File: src/rtl/adc_sweep_pkg.sv
// Constants, register map and types shared by the sweep sequencer and its pin engine.
// Functional notes
// - Single sweep converts pins in ascending order.
// - Setting start bit begins sweep at pin zero.
// - Conversion takes 49/59 cycles, then stores result.
// - Comparator pin finishes after 14 cycles, stores bit.
// - Each pin result stored when that pin ends.
// - Single sweep end: raise request, clear start, halt.
// - Select 10 sweeps pins 0-5 in six slots, storing pins 0-4.
// - Repeat sweep: no request, start stays set.
// - Repeat sweep restarts at pin zero until stopped.
// - Comparator result registers read only while halted.
// - Comparator reference is result byte plus 10.
// - Eight-bit mode delivers upper eight approximation bits.
package adc_sweep_pkg;

  localparam int unsigned NUM_PINS  = 8;
  localparam int unsigned SAR_BITS  = 10;
  localparam int unsigned ADDR_W    = 8;
  localparam int unsigned DATA_W    = 16;
  localparam int unsigned LEN_W     = 6;

  // Register byte offsets.
  localparam logic [7:0] ADDR_CTRL0    = 8'h00;
  localparam logic [7:0] ADDR_CTRL1    = 8'h01;
  localparam logic [7:0] ADDR_CMP_SEL  = 8'h02;
  localparam logic [7:0] ADDR_CMP_RES  = 8'h03;
  localparam logic [7:0] ADDR_DA_CTRL  = 8'h04;
  localparam logic [7:0] ADDR_IRQ_STAT = 8'h05;
  localparam logic [7:0] ADDR_IRQ_EN   = 8'h06;
  localparam logic [7:0] ADDR_IRQ_CLR  = 8'h07;
  localparam logic [7:0] ADDR_RESULT0  = 8'h10;

  // Field positions.
  localparam int unsigned CTRL0_MODE_BIT  = 0;
  localparam int unsigned CTRL0_RES8_BIT  = 1;
  localparam int unsigned CTRL0_VREF_BIT  = 2;
  localparam int unsigned CTRL0_START_BIT = 6;
  localparam int unsigned IRQ_SWEEP_BIT   = 0;

  // Reset values.
  localparam logic [7:0] CTRL0_RESET   = 8'h00;
  localparam logic [1:0] CTRL1_RESET   = 2'h0;
  localparam logic [7:0] CMP_SEL_RESET = 8'h00;
  localparam logic [7:0] CMP_RES_RESET = 8'h00;
  localparam logic [1:0] DA_RESET      = 2'h0;
  localparam logic [9:0] RESULT_RESET  = 10'h000;

  // Sweep pin select encodings and their slot and stored-pin counts.
  localparam logic [1:0] SEL_PINS_2 = 2'h0;
  localparam logic [1:0] SEL_PINS_4 = 2'h1;
  localparam logic [1:0] SEL_PINS_5 = 2'h2;
  localparam logic [1:0] SEL_PINS_8 = 2'h3;
  localparam logic [3:0] SLOTS_2    = 4'h2;
  localparam logic [3:0] SLOTS_4    = 4'h4;
  localparam logic [3:0] SLOTS_5    = 4'h6;
  localparam logic [3:0] STORED_5   = 4'h5;
  localparam logic [3:0] SLOTS_8    = 4'h8;

  // Per-pin operation lengths in converter clock cycles.
  localparam logic [5:0] CONV8_CYCLES  = 6'h31;
  localparam logic [5:0] CONV10_CYCLES = 6'h3B;
  localparam logic [5:0] CMP_CYCLES    = 6'h0E;
  // The approximation window: first trial this many cycles before the end.
  localparam logic [5:0] SAR_LEAD      = 6'h0C;
  localparam logic [9:0] SAR_FIRST     = 10'h200;
  localparam logic [1:0] CMP_LOW_BITS  = 2'h2;

  // Reference settling time software must respect after reconnecting.
  localparam int unsigned CLK_PERIOD_NS      = 10;
  localparam int unsigned VREF_SETTLE_NS     = 1000;
  localparam int unsigned VREF_SETTLE_CYCLES =
    (VREF_SETTLE_NS + CLK_PERIOD_NS - 1) / CLK_PERIOD_NS;

  typedef enum logic {
    MODE_SINGLE_SWEEP,
    MODE_REPEAT_SWEEP0
  } sweep_mode_t;

endpackage

File: src/rtl/adc_pin_engine.sv
// One analog pin operation: successive approximation or single comparison.
`timescale 1ns/1ps
module adc_pin_engine (
  input  wire logic       i_core_clk,
  input  wire logic       i_arst_n,
  input  wire logic       i_start,
  input  wire logic       i_abort,
  input  wire logic       i_cmp_mode,
  input  wire logic       i_res8,
  input  wire logic [7:0] i_ref,
  input  wire logic       i_cmp_hi,
  output logic            o_done,
  output logic [9:0]      o_result,
  output logic            o_cmp_bit,
  output logic [9:0]      o_dac
);

  logic [5:0] len_q;
  logic [5:0] cnt_q;
  logic       busy_q;
  logic       cmp_q;
  logic [7:0] ref_q;
  logic [3:0] bit_q;
  logic       trial_q;
  logic       last;

  assign last = busy_q && (cnt_q == len_q - 6'h01);

  always_ff @(posedge i_core_clk or negedge i_arst_n) begin
    if (!i_arst_n) begin
      busy_q <= 1'b0;
      cnt_q  <= 6'h00;
      len_q  <= adc_sweep_pkg::CONV10_CYCLES;
      cmp_q  <= 1'b0;
      ref_q  <= 8'h00;
    end else if (i_abort) begin
      busy_q <= 1'b0;
    end else if (i_start) begin
      busy_q <= 1'b1;
      cnt_q  <= 6'h00;
      cmp_q  <= i_cmp_mode;
      ref_q  <= i_ref;
      if (i_cmp_mode) begin
        len_q <= adc_sweep_pkg::CMP_CYCLES;
      end else if (i_res8) begin
        len_q <= adc_sweep_pkg::CONV8_CYCLES;
      end else begin
        len_q <= adc_sweep_pkg::CONV10_CYCLES;
      end
    end else if (busy_q) begin
      cnt_q <= cnt_q + 6'h01;
      if (last) begin
        busy_q <= 1'b0;
      end
    end
  end

  // The code is resolved MSB first; the last trial settles one cycle before the end.
  always_ff @(posedge i_core_clk or negedge i_arst_n) begin
    if (!i_arst_n) begin
      o_dac   <= 10'h000;
      bit_q   <= 4'h0;
      trial_q <= 1'b0;
    end else if (i_start || i_abort) begin
      trial_q <= 1'b0;
    end else if (busy_q && cmp_q) begin
      if (cnt_q == len_q - 6'h02) begin
        o_dac <= {ref_q, adc_sweep_pkg::CMP_LOW_BITS};
      end
    end else if (busy_q) begin
      if (cnt_q == len_q - adc_sweep_pkg::SAR_LEAD) begin
        o_dac   <= adc_sweep_pkg::SAR_FIRST;
        bit_q   <= 4'h9;
        trial_q <= 1'b1;
      end else if (trial_q) begin
        o_dac[bit_q] <= i_cmp_hi;
        if (bit_q != 4'h0) begin
          o_dac[bit_q - 4'h1] <= 1'b1;
          bit_q               <= bit_q - 4'h1;
        end else begin
          trial_q <= 1'b0;
        end
      end
    end
  end

  always_ff @(posedge i_core_clk or negedge i_arst_n) begin
    if (!i_arst_n) begin
      o_done    <= 1'b0;
      o_result  <= 10'h000;
      o_cmp_bit <= 1'b0;
    end else begin
      o_done <= last && !i_abort && !i_start;
      if (last && !cmp_q) begin
        o_result <= o_dac;
      end
      if (last && cmp_q) begin
        o_cmp_bit <= i_cmp_hi;
      end
    end
  end

endmodule // adc_pin_engine

File: src/rtl/adc_sweep_sequencer.sv
// Sweep sequencer for the successive-approximation converter with its register file.
//
// Decided for this implementation: the address map and the plain strobed port.
`timescale 1ns/1ps
module adc_sweep_sequencer #(
  parameter int unsigned PINS = adc_sweep_pkg::NUM_PINS
) (
  input  wire logic        i_core_clk,
  input  wire logic        i_arst_n,
  input  wire logic [7:0]  i_addr,
  input  wire logic [15:0] i_wdata,
  input  wire logic        i_wr,
  input  wire logic        i_rd,
  output logic      [15:0] o_rdata,
  input  wire logic        i_cmp_hi,
  output logic      [2:0]  o_pin_sel,
  output logic      [9:0]  o_dac_code,
  output logic             o_busy,
  output logic             o_vref_connect,
  output logic      [1:0]  o_da_oe,
  output logic             o_irq
);

  if (PINS != adc_sweep_pkg::NUM_PINS) begin : g_bad_pins
    $error("adc_sweep_sequencer: pin count must be 8");
  end

  typedef enum logic [1:0] {
    ST_IDLE,
    ST_START,
    ST_WAIT
  } sweep_state_t;

  sweep_state_t state_q;

  logic [7:0] ctrl0_q;
  logic [1:0] ctrl1_q;
  logic [7:0] cmp_sel_q;
  logic [7:0] cmp_res_q;
  logic [1:0] da_oe_q;
  logic       start_q;
  logic [0:0] irq_stat_q;
  logic [0:0] irq_stat_d;
  logic [0:0] irq_en_q;
  logic [0:0] irq_clr;
  logic [2:0] pin_q;
  logic [9:0] result_q [adc_sweep_pkg::NUM_PINS];

  logic       wr_ctrl0;
  logic       wr_result;
  logic [3:0] slots;
  logic [3:0] stored;
  logic       last_slot;
  logic       abort;
  logic       eng_done;
  logic [9:0] eng_result;
  logic       eng_cmp_bit;
  logic [9:0] eng_dac;
  logic       pin_end;
  logic       store_en;
  logic       sweep_end;
  logic       single_end;
  logic       repeat_mode;
  logic       res8;
  logic [9:0] store_value;
  logic [15:0] rdata_d;

  assign wr_ctrl0    = i_wr && (i_addr == adc_sweep_pkg::ADDR_CTRL0);
  assign wr_result   = i_wr && (i_addr[7:3] == adc_sweep_pkg::ADDR_RESULT0[7:3]);
  assign repeat_mode = ctrl0_q[adc_sweep_pkg::CTRL0_MODE_BIT];
  assign res8        = ctrl0_q[adc_sweep_pkg::CTRL0_RES8_BIT];

  // Undescribed group sizes are fixed per encoding; select 10 adds a sixth slot that converts pin 5 but stores nothing.
  always_comb begin
    slots  = adc_sweep_pkg::SLOTS_8;
    stored = adc_sweep_pkg::SLOTS_8;
    case (ctrl1_q)
      adc_sweep_pkg::SEL_PINS_2: begin
        slots  = adc_sweep_pkg::SLOTS_2;
        stored = adc_sweep_pkg::SLOTS_2;
      end
      adc_sweep_pkg::SEL_PINS_4: begin
        slots  = adc_sweep_pkg::SLOTS_4;
        stored = adc_sweep_pkg::SLOTS_4;
      end
      adc_sweep_pkg::SEL_PINS_5: begin
        slots  = adc_sweep_pkg::SLOTS_5;
        stored = adc_sweep_pkg::STORED_5;
      end
      default: begin
        slots  = adc_sweep_pkg::SLOTS_8;
        stored = adc_sweep_pkg::SLOTS_8;
      end
    endcase
  end

  assign last_slot  = ({1'b0, pin_q} == slots - 4'h1);
  // Clearing the start bit mid-sweep abandons the pin in flight without storing it.
  assign abort      = (state_q != ST_IDLE) && !start_q;
  assign pin_end    = (state_q == ST_WAIT) && eng_done && !abort;
  assign store_en   = pin_end && ({1'b0, pin_q} < stored);
  assign sweep_end  = pin_end && last_slot;
  assign single_end = sweep_end && !repeat_mode;

  // Eight-bit results sit in the low bits, taken from the top of the code.
  assign store_value = res8 ? {2'h0, eng_result[9:2]} : eng_result;

  always_ff @(posedge i_core_clk or negedge i_arst_n) begin
    if (!i_arst_n) begin
      ctrl0_q   <= adc_sweep_pkg::CTRL0_RESET;
      ctrl1_q   <= adc_sweep_pkg::CTRL1_RESET;
      cmp_sel_q <= adc_sweep_pkg::CMP_SEL_RESET;
      da_oe_q   <= adc_sweep_pkg::DA_RESET;
      irq_en_q  <= 1'b0;
    end else if (i_wr) begin
      case (i_addr)
        adc_sweep_pkg::ADDR_CTRL0:   ctrl0_q   <= i_wdata[7:0];
        adc_sweep_pkg::ADDR_CTRL1:   ctrl1_q   <= i_wdata[1:0];
        adc_sweep_pkg::ADDR_CMP_SEL: cmp_sel_q <= i_wdata[7:0];
        adc_sweep_pkg::ADDR_DA_CTRL: da_oe_q   <= i_wdata[1:0];
        adc_sweep_pkg::ADDR_IRQ_EN:  irq_en_q  <= i_wdata[0:0];
        default:                     irq_en_q  <= irq_en_q;
      endcase
    end
  end

  // A software write of the start bit in the same cycle as the sweep end wins.
  always_ff @(posedge i_core_clk or negedge i_arst_n) begin
    if (!i_arst_n) begin
      start_q <= 1'b0;
    end else if (wr_ctrl0) begin
      start_q <= i_wdata[adc_sweep_pkg::CTRL0_START_BIT];
    end else if (single_end) begin
      start_q <= 1'b0;
    end
  end

  always_ff @(posedge i_core_clk or negedge i_arst_n) begin
    if (!i_arst_n) begin
      state_q <= ST_IDLE;
      pin_q   <= 3'h0;
    end else begin
      case (state_q)
        ST_IDLE: begin
          if (start_q) begin
            pin_q   <= 3'h0;
            state_q <= ST_START;
          end
        end
        ST_START: begin
          state_q <= abort ? ST_IDLE : ST_WAIT;
        end
        ST_WAIT: begin
          if (abort) begin
            state_q <= ST_IDLE;
          end else if (sweep_end && repeat_mode) begin
            pin_q   <= 3'h0;
            state_q <= ST_START;
          end else if (sweep_end) begin
            state_q <= ST_IDLE;
          end else if (eng_done) begin
            pin_q   <= pin_q + 3'h1;
            state_q <= ST_START;
          end
        end
        default: begin
          state_q <= ST_IDLE;
        end
      endcase
    end
  end

  adc_pin_engine u_engine (
    .i_core_clk (i_core_clk),
    .i_arst_n   (i_arst_n),
    .i_start    ((state_q == ST_START) && !abort),
    .i_abort    (abort),
    .i_cmp_mode (cmp_sel_q[pin_q]),
    .i_res8     (res8),
    .i_ref      (result_q[pin_q][7:0]),
    .i_cmp_hi   (i_cmp_hi),
    .o_done     (eng_done),
    .o_result   (eng_result),
    .o_cmp_bit  (eng_cmp_bit),
    .o_dac      (eng_dac)
  );

  // A pin ending in the cycle of a software write keeps the hardware value.
  for (genvar i = 0; i < adc_sweep_pkg::NUM_PINS; i++) begin : g_pin
    always_ff @(posedge i_core_clk or negedge i_arst_n) begin
      if (!i_arst_n) begin
        result_q[i] <= adc_sweep_pkg::RESULT_RESET;
      end else if (store_en && !cmp_sel_q[i] && (pin_q == 3'(i))) begin
        result_q[i] <= store_value;
      end else if (wr_result && (i_addr[2:0] == 3'(i))) begin
        result_q[i] <= i_wdata[9:0];
      end
    end

    always_ff @(posedge i_core_clk or negedge i_arst_n) begin
      if (!i_arst_n) begin
        cmp_res_q[i] <= adc_sweep_pkg::CMP_RES_RESET[i];
      end else if (store_en && cmp_sel_q[i] && (pin_q == 3'(i))) begin
        cmp_res_q[i] <= eng_cmp_bit;
      end else if (i_wr && (i_addr == adc_sweep_pkg::ADDR_CMP_RES)) begin
        cmp_res_q[i] <= i_wdata[i];
      end
    end
  end

  // Only single sweep raises the request; a set in the clearing cycle survives.
  assign irq_clr    = (i_wr && (i_addr == adc_sweep_pkg::ADDR_IRQ_CLR)) ? i_wdata[0:0] : 1'b0;
  assign irq_stat_d = (irq_stat_q & ~irq_clr) | {single_end};

  always_ff @(posedge i_core_clk or negedge i_arst_n) begin
    if (!i_arst_n) begin
      irq_stat_q <= 1'b0;
      o_irq      <= 1'b0;
    end else begin
      irq_stat_q <= irq_stat_d;
      o_irq      <= |(irq_stat_d & irq_en_q);
    end
  end

  // Comparator-mode result registers change during a sweep; read them only when halted.
  always_comb begin
    rdata_d = 16'h0000;
    case (i_addr)
      adc_sweep_pkg::ADDR_CTRL0:    rdata_d = {8'h00, ctrl0_q[7], start_q, ctrl0_q[5:0]};
      adc_sweep_pkg::ADDR_CTRL1:    rdata_d = {14'h0000, ctrl1_q};
      adc_sweep_pkg::ADDR_CMP_SEL:  rdata_d = {8'h00, cmp_sel_q};
      adc_sweep_pkg::ADDR_CMP_RES:  rdata_d = {8'h00, cmp_res_q};
      adc_sweep_pkg::ADDR_DA_CTRL:  rdata_d = {14'h0000, da_oe_q};
      adc_sweep_pkg::ADDR_IRQ_STAT: rdata_d = {15'h0000, irq_stat_q};
      adc_sweep_pkg::ADDR_IRQ_EN:   rdata_d = {15'h0000, irq_en_q};
      default: begin
        if (i_addr[7:3] == adc_sweep_pkg::ADDR_RESULT0[7:3]) begin
          rdata_d = {6'h00, result_q[i_addr[2:0]]};
        end
      end
    endcase
  end

  always_ff @(posedge i_core_clk or negedge i_arst_n) begin
    if (!i_arst_n) begin
      o_rdata <= 16'h0000;
    end else begin
      o_rdata <= i_rd ? rdata_d : 16'h0000;
    end
  end

  always_ff @(posedge i_core_clk or negedge i_arst_n) begin
    if (!i_arst_n) begin
      o_pin_sel      <= 3'h0;
      o_dac_code     <= 10'h000;
      o_busy         <= 1'b0;
      o_vref_connect <= 1'b0;
      o_da_oe        <= adc_sweep_pkg::DA_RESET;
    end else begin
      o_pin_sel      <= pin_q;
      o_dac_code     <= eng_dac;
      o_busy         <= (state_q != ST_IDLE);
      o_vref_connect <= ctrl0_q[adc_sweep_pkg::CTRL0_VREF_BIT];
      o_da_oe        <= da_oe_q;
    end
  end

endmodule // adc_sweep_sequencer

File: config.mk
export PLATFORM = sky130hd
export DESIGN_NAME = adc_sweep_sequencer
export DESIGN_NICKNAME = d
export VERILOG_FILES = /design/src/rtl/adc_sweep_pkg.sv /design/src/rtl/adc_pin_engine.sv /design/src/rtl/adc_sweep_sequencer.sv
export SDC_FILE = /design/constraint.sdc
export NUM_CORES = 1
export LEC_CHECK = 0
export BUFFER_PORTS_ARGS = -buffer_cell sky130_fd_sc_hd__buf_2
export CAP_MARGIN = 20
export CORE_MARGIN = 1
export CORE_UTILIZATION = 66
export CTS_BUF_LIST = sky130_fd_sc_hd__clkbuf_16
export DETAILED_ROUTE_END_ITERATION = 6
export PLACE_DENSITY = 0.85
export SLEW_MARGIN = 20
export SYNTH_ARGS = -nofsm -noshare
export SYNTH_HDL_FRONTEND = slang
export SYNTH_SLANG_ARGS = --single-unit
export TNS_END_PERCENT = 100
File: constraint.sdc
create_clock -name i_core_clk -period 7.55 [get_ports i_core_clk]
set_input_delay 1.1325 -clock i_core_clk [delete_from_list [all_inputs] [get_ports i_core_clk]]
set_output_delay 1.1325 -clock i_core_clk [all_outputs]
set_load 0.02 [all_outputs]
==> results.json <==
{
  "cp-start-kind": "input pin",
  "critPathTopFamily": "simple AND/OR/NAND/NOR gates",
  "coreArea_mm2": 0.0159,
  "finalSetupViolCount": 0,
  "drive_gt1_frac": 0.162,
  "startpoint": "i_addr[5]",
  "max-clock-path-buffers": 2,
  "synth_area_leaders": "dfrtp_1, mux2i_1, mux4_2, mux2_1, ha_1",
  "maxCapViolCount": 0,
  "wl_met3_mm": 2.11,
  "die_y_um": 130,
  "fin_area_mm2": 0.0115,
  "post_dp_cell_area_mm2": 0.0110,
  "grt_pass1_vias": 7835,
  "dieArea_mm2": 0.0168,
  "min_period_ns": 3.55,
  "ys_warn_count": 0,
  "crit_type": "in2reg",
  "status": "complete, no violations",
  "syn_inst": 945,
  "worst-path-buf-inv": 1,
  "synth_area_mm2": 0.0107,
  "synth-seq-cells": 188,
  "clock-sinks": 188,
  "hold_viol": 0,
  "rsz0062_at_grt": "no",
  "cts_root_buffer": "clkbuf_16",
  "wl_met1_mm": 10.8,
  "postRouteAntennaNets": 0,
  "ys_top_cells_by_count": "dfrtp_1, mux2i_1, nand2_1",
  "area_growth_pct": 7.48,
  "max_slew_margin": 0.248,
  "synth.most_common_cell": "dfrtp_1",
  "post_cts_resized": 0,
  "synth_top_area_cell": "dfrtp_1",
  "post-place-ws_ns": 3.59,
  "power_leakage_nw": 5.53,
  "nets": 1006,
  "grt_pass1_wl_mm": 42.2,
  "hold_class": "reg2reg",
  "ioPinCount": 63,
  "io_buffers": 50,
  "yosysSeqAreaShare": 0.439,
  "crit_fanout": 11,
  "grt-ovfl-total": 0,
  "maxSlewViolCount": 0,
  "initial_core_util": 0.675,
  "crit_path_end_kind": "flop",
  "ys_types": 71,
  "dr_wl_met2_mm": 12.9,
  "wl_mm": 26.8,
  "clock_skew_ns": 0.00810,
  "synth_edf_count": 0,
  "max_freq_mhz": 281,
  "timing.hold.ws_ns": 0.406,
  "async_flop_share": 1.00,
  "cts_setup_buffers": 0,
  "p_per_area_mw_per_mm2": 188,
  "cpPeakStageDelay_ns": 0.82,
  "cts.htree.levels": 4,
  "ir_drop_v": 0.000168,
  "cp_data_arrival_time_ns": 3.85,
  "grt_usage": 0.342,
  "vias_per_cell": 6.67,
  "numCtsBuffers": 17,
  "avgSynthCellArea_um2": 11.4,
  "avgRoutedWirePerCell_um": 22.7,
  "cts_tree": "yes",
  "dr.max_layer_used": "met4",
  "antenna_cells": 0,
  "place_hpwl_mm": 17.2,
  "worst_pin_slew_ns": 1.12,
  "path_clk_slew_ns": 0.07,
  "die_w_um": 130,
  "route.vias.total": 7875,
  "crit_path_cell_trace": "buf_2, or3_1, nor3b_4, nand4_1, mux2_1, nor2_1, a21oi_1",
  "grt_max_degree": 125,
  "worstPathRequired_ns": 7.84,
  "nFillCells": 1118,
  "synth_top_area_frac": 0.434,
  "cpMaxStageDelayCell": "nand4_1",
  "rows": 46,
  "reg2reg_from": "ctrl1_q[1]",
  "insertion_delay_ns": 0.44,
  "hp-start": "da_oe_q[1]",
  "drt_iter0_drc": 846,
  "synth_ff_type": "dfrtp_1",
  "cts_hold_buf": 0,
  "gp_congestion": 0.865,
  "fin_tns_setup_ns": 0,
  "dr.pass1.iters": 6,
  "setup_ws_ns": 4.00,
  "drc": 0,
  "period_share": 0.471,
  "antenna_found_initial": 0
}
==> state kept, by name, summed over array words and instances, names as in the netlist, 2 cells and up <==
signal	cells
u_engine.cnt_q	6
u_engine.bit_q	4
pin_q	3
o_dac_code	10
ctrl1_q	2
o_pin_sel	3
u_engine.len_q	3
result_q	80
cmp_res_q	8
o_da_oe	2
o_rdata	10
cmp_sel_q	8
da_oe_q	2
state_q	2
ctrl0_q	7
u_engine.o_result	10
u_engine.o_dac	10
u_engine.ref_q	8
==> stage by stage <==
stage                      util  instances  power (mW)
after global placement    0.691       1148        1.29
after global routing      0.726       1180        2.23
final                     0.726       1180        2.16
after detailed placement  0.691       1148        1.30
after CTS                 0.726       1180        2.16
after floorplan               -        950        1.23
==> cell usage in the layout (no fill, tap or decap), types with 6 or more instances in the layout <==
cell type	synthesis	routed
a21oi_1	39	39
a31oi_1	10	10
and2_1	6	6
and3_1	8	8
buf_2	14	49
buf_4	6	6
clkbuf_16	0	17
conb_1	1	6
dfrtp_1	186	186
ha_1	26	26
inv_1	19	21
mux2_1	31	31
mux2_2	26	26
mux2i_1	167	167
mux4_2	33	33
nand2_1	69	69
nand2b_1	9	9
nand3_1	19	19
nand3b_1	8	8
nand4_1	9	9
nor2_1	44	44
nor2b_1	7	7
o2111ai_1	6	6
o21ai_0	25	25
o21ai_1	14	14
o22ai_1	6	6
o2bb2ai_1	9	9
xnor2_1	9	9
xor2_1	11	11
==> worst paths after layout <==
path	endpoint	slack [ns]	cells past startpoint
max	result_q[14]	4.00	7
min	o_da_oe[1]	0.41	0
max reg2reg	result_q[76]	4.26	9
min reg2reg	o_da_oe[1]	0.41	0
max in group asynchronous	result_q[72]	5.36	2
min in group asynchronous	u_engine.o_dac[8]	0.83	1
==> power by group <==
part	switching, mW	leakage (nW)	internal (mW)
Combinational	0.117	3.01	0.0848
Sequential	0.0387	2.24	1.05
Clock	0.395	0.282	0.481
Total	0.550	5.53	1.61
==> layout make-up <==
class | instances | area (um2) | area share
Clock buffer | 17 | 425 | 0.0369
Clock inverter | 15 | 133 | 0.0115
Inverter | 22 | 82.6 | 0.00716
Multi-Input combinational cell | 666 | 5610 | 0.486
Sequential cell | 188 | 4710 | 0.408
Tap cell | 216 | 270 | 0.0234
Timing Repair Buffer | 56 | 304 | 0.0264
==> cell families (layout without fill, tap and decap cells) <==
group | count (synthesis) | after routing | share of synthesized area
simple gates | 207 | 207 | 0.0990
flops | 188 | 188 | 0.439
buf+inv | 96 | 110 | 0.0408
fa+ha+maj | 26 | 26 | 0.0303
xor+xnor | 20 | 20 | 0.0163
mux | 257 | 257 | 0.285
compound gates | 150 | 150 | 0.0896
other cells | 1 | 6 | 0.000350
==> layer usage <==
metal / GRT usage / vias to the layer above
li1: - / 3455
met1: 0.436 / 3957
met2: 0.562 / 365
met3: 0.0739 / 98
met4: 0.159 / 0
met5: 0 / -
(Power assumes the default switching activity.)
